## src/design/exec_pkg.sv

```systemverilog
// Shared widths, reset values, operation and state codes for the execute block
package exec_pkg;
  localparam int PC_W = 15;
  localparam int JUMP_W = 11;
  localparam int DATA_W = 8;
  localparam int FADDR_W = 7;
  localparam int LATCH_W = 7;
  localparam int LATCH_HI = 6;
  localparam int LATCH_LO = 3;
  localparam logic DEST_TO_FILE = 1'h1;
  localparam logic [PC_W-1:0] PC_RESET = 15'h0000;
  localparam logic [DATA_W-1:0] ACCUM_RESET = 8'h00;
  localparam logic ZERO_RESET = 1'h0;
  localparam logic [PC_W-1:0] NEXT_STEP = 15'h0001;
  localparam logic [PC_W-1:0] SKIP_STEP = 15'h0002;
  localparam logic [DATA_W-1:0] INC_STEP = 8'h01;

  typedef enum logic [2:0]
  {
    OP_JUMP_ABSOLUTE = 3'h0,
    OP_INCREMENT_FILE = 3'h1,
    OP_INCREMENT_SKIP_IF_NULL = 3'h2,
    OP_OR_LITERAL_INTO_ACCUMULATOR = 3'h3,
    OP_OR_ACCUMULATOR_WITH_FILE = 3'h4
  } op_e;

  typedef enum logic [1:0]
  {
    ST_EXEC = 2'h1,
    ST_FLUSH = 2'h2
  } state_e;

  // True for operations that read the addressed file register
  function automatic logic is_file_op(input logic [2:0] op);
    is_file_op = (op == OP_INCREMENT_FILE) || (op == OP_INCREMENT_SKIP_IF_NULL) ||
                 (op == OP_OR_ACCUMULATOR_WITH_FILE);
  endfunction

  // True when a byte is all zeros
  function automatic logic is_null(input logic [DATA_W-1:0] v);
    is_null = (v == ACCUM_RESET);
  endfunction
endpackage

```

## src/design/branch_increment_or_execute.sv

```systemverilog
// Execute stage for jump, increment, increment-skip and inclusive OR operations
// Operation
// - Jump loads 11-bit target into PC low bits
// - Jump fills PC high bits from latch 6:3
// - Jump takes two instruction cycles
// - Destination bit picks accumulator or file register
// - Increment file stores sum, updates null flag
// - Increment-skip stores sum, nulls next if zero
// - OR literal into accumulator, update null flag
// - OR accumulator with file, selected destination
module branch_increment_or_execute
  import exec_pkg::*;
(
  input wire logic i_ref_clk,
  input wire logic i_sys_rst,
  input wire logic i_issue,
  input wire logic [2:0] i_op,
  input wire logic [FADDR_W-1:0] i_file_addr,
  input wire logic i_dest_sel,
  input wire logic [DATA_W-1:0] i_file_data,
  input wire logic [DATA_W-1:0] i_literal,
  input wire logic [JUMP_W-1:0] i_jump_target,
  input wire logic [LATCH_W-1:0] i_upper_latch,
  output logic o_ready,
  output logic [PC_W-1:0] o_pc,
  output logic [DATA_W-1:0] o_accum,
  output logic o_zero_flag,
  output logic o_file_we,
  output logic [FADDR_W-1:0] o_file_addr,
  output logic [DATA_W-1:0] o_file_wdata
);
  state_e state_r;
  state_e state_nxt;
  logic ready_r;
  logic [PC_W-1:0] pc_r;
  logic [PC_W-1:0] pc_nxt;
  logic [DATA_W-1:0] accum_r;
  logic zero_r;
  logic file_we_r;
  logic [FADDR_W-1:0] file_addr_r;
  logic [DATA_W-1:0] file_wdata_r;
  logic take;
  logic op_jump;
  logic op_skip;
  logic op_file;
  logic op_sets_zero;
  logic to_file;
  logic to_accum;
  logic [DATA_W-1:0] alu_result;
  logic alu_null;
  logic [PC_W-1:0] jump_pc;
  logic [PC_W-1:0] pc_plus_one;
  logic [PC_W-1:0] pc_plus_two;

  // Result path
  exec_alu u_alu
  (
    .i_op(i_op),
    .i_accum(accum_r),
    .i_file_data(i_file_data),
    .i_literal(i_literal),
    .o_result(alu_result),
    .o_null(alu_null)
  );

  // Decode of the presented operation
  assign take = i_issue && (state_r == ST_EXEC);
  assign op_jump = (i_op == OP_JUMP_ABSOLUTE);
  assign op_skip = (i_op == OP_INCREMENT_SKIP_IF_NULL);
  assign op_file = is_file_op(i_op);
  assign op_sets_zero = (i_op == OP_INCREMENT_FILE) || (i_op == OP_OR_LITERAL_INTO_ACCUMULATOR) ||
                        (i_op == OP_OR_ACCUMULATOR_WITH_FILE);
  assign to_file = op_file && (i_dest_sel == DEST_TO_FILE);
  assign to_accum = (op_file && (i_dest_sel != DEST_TO_FILE)) ||
                    (i_op == OP_OR_LITERAL_INTO_ACCUMULATOR);

  // Jump target: latch bits 6:3 above the 11-bit immediate
  assign jump_pc = {i_upper_latch[LATCH_HI:LATCH_LO], i_jump_target};
  assign pc_plus_one = pc_r + NEXT_STEP;
  assign pc_plus_two = pc_r + SKIP_STEP;

  // Second cycle for a jump, or a null cycle after a zero increment-skip
  always_comb
  begin
    state_nxt = ST_EXEC;
    case (state_r)
      ST_EXEC:
        if (take && (op_jump || (op_skip && alu_null)))
          state_nxt = ST_FLUSH;
      ST_FLUSH:
        state_nxt = ST_EXEC;
      default:
        state_nxt = ST_EXEC;
    endcase
  end

  // State register, with ready kept in its own flop so the output needs no decode
  always_ff @(posedge i_ref_clk or posedge i_sys_rst)
  begin
    if (i_sys_rst)
    begin
      state_r <= ST_EXEC;
      ready_r <= 1'h1;
    end
    else
    begin
      state_r <= state_nxt;
      ready_r <= (state_nxt == ST_EXEC);
    end
  end

  // Program counter next value
  always_comb
  begin
    pc_nxt = pc_r;
    if (take)
    begin
      if (op_jump)
        pc_nxt = jump_pc;
      else if (op_skip && alu_null)
        pc_nxt = pc_plus_two;
      else
        pc_nxt = pc_plus_one;
    end
  end

  // Program counter
  always_ff @(posedge i_ref_clk or posedge i_sys_rst)
  begin
    if (i_sys_rst)
      pc_r <= PC_RESET;
    else
      pc_r <= pc_nxt;
  end

  // Accumulator
  always_ff @(posedge i_ref_clk or posedge i_sys_rst)
  begin
    if (i_sys_rst)
      accum_r <= ACCUM_RESET;
    else if (take && to_accum)
      accum_r <= alu_result;
  end

  // Null-result flag; jump and increment-skip leave it alone
  always_ff @(posedge i_ref_clk or posedge i_sys_rst)
  begin
    if (i_sys_rst)
      zero_r <= ZERO_RESET;
    else if (take && op_sets_zero)
      zero_r <= alu_null;
  end

  // File register write-back, one cycle strobe
  always_ff @(posedge i_ref_clk or posedge i_sys_rst)
  begin
    if (i_sys_rst)
    begin
      file_we_r <= 1'h0;
      file_addr_r <= {FADDR_W{1'h0}};
      file_wdata_r <= ACCUM_RESET;
    end
    else
    begin
      file_we_r <= take && to_file;
      if (take && to_file)
      begin
        file_addr_r <= i_file_addr;
        file_wdata_r <= alu_result;
      end
    end
  end

  // Outputs straight from flip-flops
  assign o_ready = ready_r;
  assign o_pc = pc_r;
  assign o_accum = accum_r;
  assign o_zero_flag = zero_r;
  assign o_file_we = file_we_r;
  assign o_file_addr = file_addr_r;
  assign o_file_wdata = file_wdata_r;

  // Checks on the execute behaviour
  a_jump_pc_load: assert property (@(posedge i_ref_clk) disable iff (i_sys_rst)
    take && op_jump |=> o_pc == $past(jump_pc))
    else $error("jump did not load the target");

  a_jump_two_cycles: assert property (@(posedge i_ref_clk) disable iff (i_sys_rst)
    take && op_jump |=> !o_ready ##1 o_ready)
    else $error("jump did not take two cycles");

  a_jump_no_flags: assert property (@(posedge i_ref_clk) disable iff (i_sys_rst)
    take && op_jump |=> $stable(o_zero_flag) && $stable(o_accum) && !o_file_we)
    else $error("jump changed flag or data");

  a_dest_accum: assert property (@(posedge i_ref_clk) disable iff (i_sys_rst)
    take && op_file && !i_dest_sel |=> o_accum == $past(alu_result) && !o_file_we)
    else $error("accumulator destination not honoured");

  a_dest_file: assert property (@(posedge i_ref_clk) disable iff (i_sys_rst)
    take && to_file |=> o_file_we && o_file_addr == $past(i_file_addr) && $stable(o_accum))
    else $error("file destination not honoured");

  a_increment_sum: assert property (@(posedge i_ref_clk) disable iff (i_sys_rst)
    take && i_op == OP_INCREMENT_FILE && to_file |=>
      o_file_wdata == DATA_W'($past(i_file_data) + INC_STEP))
    else $error("increment stored wrong sum");

  a_skip_zero_null: assert property (@(posedge i_ref_clk) disable iff (i_sys_rst)
    take && op_skip && alu_null |=> !o_ready && o_pc == $past(pc_plus_two) ##1 o_ready)
    else $error("zero increment-skip did not skip");

  a_skip_nonzero_run: assert property (@(posedge i_ref_clk) disable iff (i_sys_rst)
    take && op_skip && !alu_null |=> o_ready && o_pc == $past(pc_plus_one) && $stable(o_zero_flag))
    else $error("nonzero increment-skip misbehaved");

  a_or_literal_acc: assert property (@(posedge i_ref_clk) disable iff (i_sys_rst)
    take && i_op == OP_OR_LITERAL_INTO_ACCUMULATOR |=> o_accum == ($past(o_accum) | $past(i_literal)))
    else $error("literal OR wrong");

  a_or_file_acc: assert property (@(posedge i_ref_clk) disable iff (i_sys_rst)
    take && i_op == OP_OR_ACCUMULATOR_WITH_FILE && !i_dest_sel |=>
      o_accum == ($past(o_accum) | $past(i_file_data)))
    else $error("file OR wrong");

  a_null_flag_value: assert property (@(posedge i_ref_clk) disable iff (i_sys_rst)
    take && op_sets_zero |=> o_zero_flag == ($past(alu_result) == ACCUM_RESET))
    else $error("null flag does not match result");
endmodule // branch_increment_or_execute

```

## src/design/exec_alu.sv

```systemverilog
// Combinational result path for increment and inclusive OR operations
module exec_alu
  import exec_pkg::*;
(
  input wire logic [2:0] i_op,
  input wire logic [DATA_W-1:0] i_accum,
  input wire logic [DATA_W-1:0] i_file_data,
  input wire logic [DATA_W-1:0] i_literal,
  output logic [DATA_W-1:0] o_result,
  output logic o_null
);
  // Select the result by operation
  always_comb
  begin
    case (i_op)
      OP_INCREMENT_FILE,
      OP_INCREMENT_SKIP_IF_NULL:
        o_result = i_file_data + INC_STEP;
      OP_OR_LITERAL_INTO_ACCUMULATOR:
        o_result = i_accum | i_literal;
      OP_OR_ACCUMULATOR_WITH_FILE:
        o_result = i_accum | i_file_data;
      default:
        o_result = ACCUM_RESET;
    endcase
    o_null = is_null(o_result);
  end
endmodule // exec_alu

```

## config.mk

```make
export PLATFORM = sky130hd
export DESIGN_NAME = branch_increment_or_execute
export DESIGN_NICKNAME = d
export VERILOG_FILES = /design/src/design/exec_pkg.sv /design/src/design/branch_increment_or_execute.sv /design/src/design/exec_alu.sv
export SDC_FILE = /design/constraint.sdc
export NUM_CORES = 1
export LEC_CHECK = 0
export ABC_AREA = 1
export BUFFER_PORTS_ARGS = -buffer_cell sky130_fd_sc_hd__buf_2
export CORE_ASPECT_RATIO = 0.75
export CORE_MARGIN = 3
export CORE_UTILIZATION = 45
export DETAILED_ROUTE_END_ITERATION = 10
export PLACE_DENSITY = 0.74
export SLEW_MARGIN = 5
export SYNTH_ARGS = -nofsm -noshare
export SYNTH_HDL_FRONTEND = slang
export SYNTH_SLANG_ARGS = --single-unit
```

## constraint.sdc

```tcl
create_clock -name i_ref_clk -period 1.6 [get_ports i_ref_clk]
set_input_delay 0.48 -clock i_ref_clk [delete_from_list [all_inputs] [get_ports i_ref_clk]]
set_output_delay 0.48 -clock i_ref_clk [all_outputs]
set_load 0.005 [all_outputs]
```

==> metrics.txt <==
FF+latch count, synth=42; 1st-pass router iterations=5; period utilization=1.200; num rows=24; Most common cell on crit path=nand2_1; cts hold-fix bufs=0; Max-Cap Viols=0; n_diodes=0; sequential share of the synthesized area=0.3625; H-tree depth=2; final setup fails=28; Worst EP required=1.78 ns; clock share of power=0.172; failing checks=setup timing; DRT iter0 DRCs=249; commonest non-fill, non-tap cell in the layout=nand2_1; Critical Path AT=2.10 ns; clk_lat worst skew=0.30 ns; Vias=3509; RSZ-0062 raised after global routing=true; switching power=1.630 mW; # IOs=89; CTS tree=done; Yosys warnings=0; fin crit period=1.920 ns; Final ANT Viol Nets=0; area delta synth->final=51.21%; initial antenna violation count=0; DR WL/cell=14.31 µm; gr ovfl total=0; CP endpoint kind=flip-flop; die width=98.74 µm; Crit Path Category=primary input to flip-flop; status=complete, but fails checks; share of layout cells above drive strength 1=0.3963; Cell variety after synth=28; Synth Net Count=487; dpl hpwl=6631 µm; mapped cell area=0.002903 mm²; fmax=520.9 MHz; Total Wirelength=9674 µm; commonest non-fill, non-tap cells in the layout=128 x nand2_1, 80 x buf_2, 71 x buf_4; Vias/cell=5.191; leak pwr=2.456 nW; endpoints failing hold=0; core area=0.006036 mm²; relative slew slack=0.7682; PortBufs=85; Die Y=75.56 µm; clock root buffer=clkbuf_8; internal power=2.571 mW; Post-Syn Instances=436; Logic pwr share=0.472; Tightest Pin Transition=0.3477 ns; Min-Delay Path Class=primary input to asynchronous set/reset pin; critical path's slowest cell=nor2_4; cells along the critical path=buf_6, nor2_4, nand2_4, nand2_1, nand3_1, nand2_1, nand2_2, inv_2, nand2_1, nor2_1, nand3_2, buf_12, nand2_1, nand3_1, nand2_1, o21ai_1; total track usage=0.2340; share of power burned in registers=0.356; max-slew violations=0; # clock sinks=42; critical path's largest stage delay=0.19 ns; Num CTS Buffers=5; sw frac=0.3880; fillers=487; Nets=648; Avg Cell Area, Syn=6.658 µm²; WHS=0.1866 ns; Longest Clk Path Bufs=2; Setup WS post-layout=-0.3197 ns; crit start category=primary input; clk_skew=0.008408 ns; DRC=0; pin count of the biggest net entering global routing=27; Worst VDD drop=0.0007228 V; initial core utilization=0.4809; CP max FO=18; first-pass GRT wire length=14310 µm; clk slew on worst S/H paths=0.09 ns; die area=0.007460 mm²; via count of the first global-routing pass=3108; pwr dens=957.0 mW/mm²; Setup WS pre-CTS=-0.5991 ns; Final Wtd Congestion=0.8965
==> power groups by stage <==
stage	Combinational [mW]	Sequential, mW	Clock (mW)
finish	1.98	1.50	0.723
global route	2.20	1.53	0.793
CTS	1.83	1.49	0.739
detailed placement	1.76	1.51	0
global placement	1.71	1.50	0
floorplan	0.839	1.57	0
==> cell families after synthesis <==
family                     synth area share
AOI/OAI and AO/OA                   0.08664
adders and majority gates           0.01293
xor gates and xnor gates            0.07543
DFF                                  0.3625
and+or+nand+nor                      0.3569
buffers and inverters                0.1056
==> per-layer routing <==
| metal | track usage | vias to the layer above | wire, µm |
|---|---|---|---|
| li1 | - | 1694 | - |
| met1 | 0.3326 | 1619 | 4270 |
| met2 | 0.3690 | 171 | 4353 |
| met4 | 0.05909 | 0 | 227 |
| met5 | 0 | - | 0 |
| met3 | 0.04849 | 25 | 822 |
==> layout make-up <==
type	count	area (µm²)	area share
clock buffer	5	68.82	0.01568
clock inverter	3	25.02	0.005701
inverter	62	239.0	0.05445
multi-input combinational	320	1782	0.4059
sequential	42	1052	0.2397
tap	78	97.59	0.02223
timing repair buffer	166	1125	0.2563
==> flip-flops by register name, indices dropped and copies added, names as in the netlist <==
signal,flops
o_file_addr,7
o_accum,8
o_pc,15
o_ready,1
o_zero_flag,1
o_file_we,1
state_r,1
o_file_wdata,8
==> worst max-delay path, delay by kind of cell <==
family	cells	cell delay [ns]
buffers and inverters	3	0.33
and+or+nand+nor	12	1.21
AOI/OAI and AO/OA	1	0.08
==> synthesized netlist by cell type (all sizes together) <==
cell type,number,area [µm²]
or2,1,6.260
nor2,28,122.6
buf,6,47.54
o31ai,1,7.510
a21oi,5,25.02
ha,3,37.54
clkinv,1,3.750
o21ai,38,190.2
dfrtp,41,1026
nand2,146,550.5
inv,61,229.0
clkbuf,7,26.28
xor2,25,219.0
nand3,60,310.3
dfstp,1,26.28
o211ai,1,7.510
nor3,5,25.02
nand4,1,6.260
a31oi,1,6.260
o21bai,2,15.01
nand3b,2,15.01
==> final timing paths <==
check	startpoint	endpoint	slack [ns]	cells past startpoint
max in group asynchronous	i_sys_rst	o_ready	1.04	3
min in group i_ref_clk	i_file_addr[1]	o_file_addr[1]	0.37	3
hold / removal	i_sys_rst	o_file_addr[1]	0.19	3
setup / recovery	i_op[1]	o_pc[4]	-0.32	16
hold reg to reg	o_file_addr[1]	o_file_addr[1]	0.48	2
setup reg to reg	o_accum[2]	o_pc[4]	-0.10	12
==> through the flow <==
step           total power, mW  cells  TNS [ns]  utilization  instance area [µm²]
6_report                 4.201    676    -4.598       0.7272                 4389
4_1_cts                  4.066    667    -3.079       0.6845                 4131
3_3_place_gp             3.211    653    -13.04       0.6524                 3938
5_1_grt                  4.520    676    -7.375       0.7272                 4389
2_1_floorplan            2.404    436    -6.295            -                 2952
3_5_place_dp             3.272    653    -14.82       0.6524                 3938
==> what timing repair did <==
| action | 4_1_cts | 5_1_grt |
|---|---|---|
| pin swaps | 13 | 22 |
| gates cloned | 0 | 2 |
| resized for setup | 15 | 66 |
| setup endpoints to repair | 18 | 23 |
| setup buffers | 6 | 9 |
Note: power is estimated with default switching activity, not from simulation.
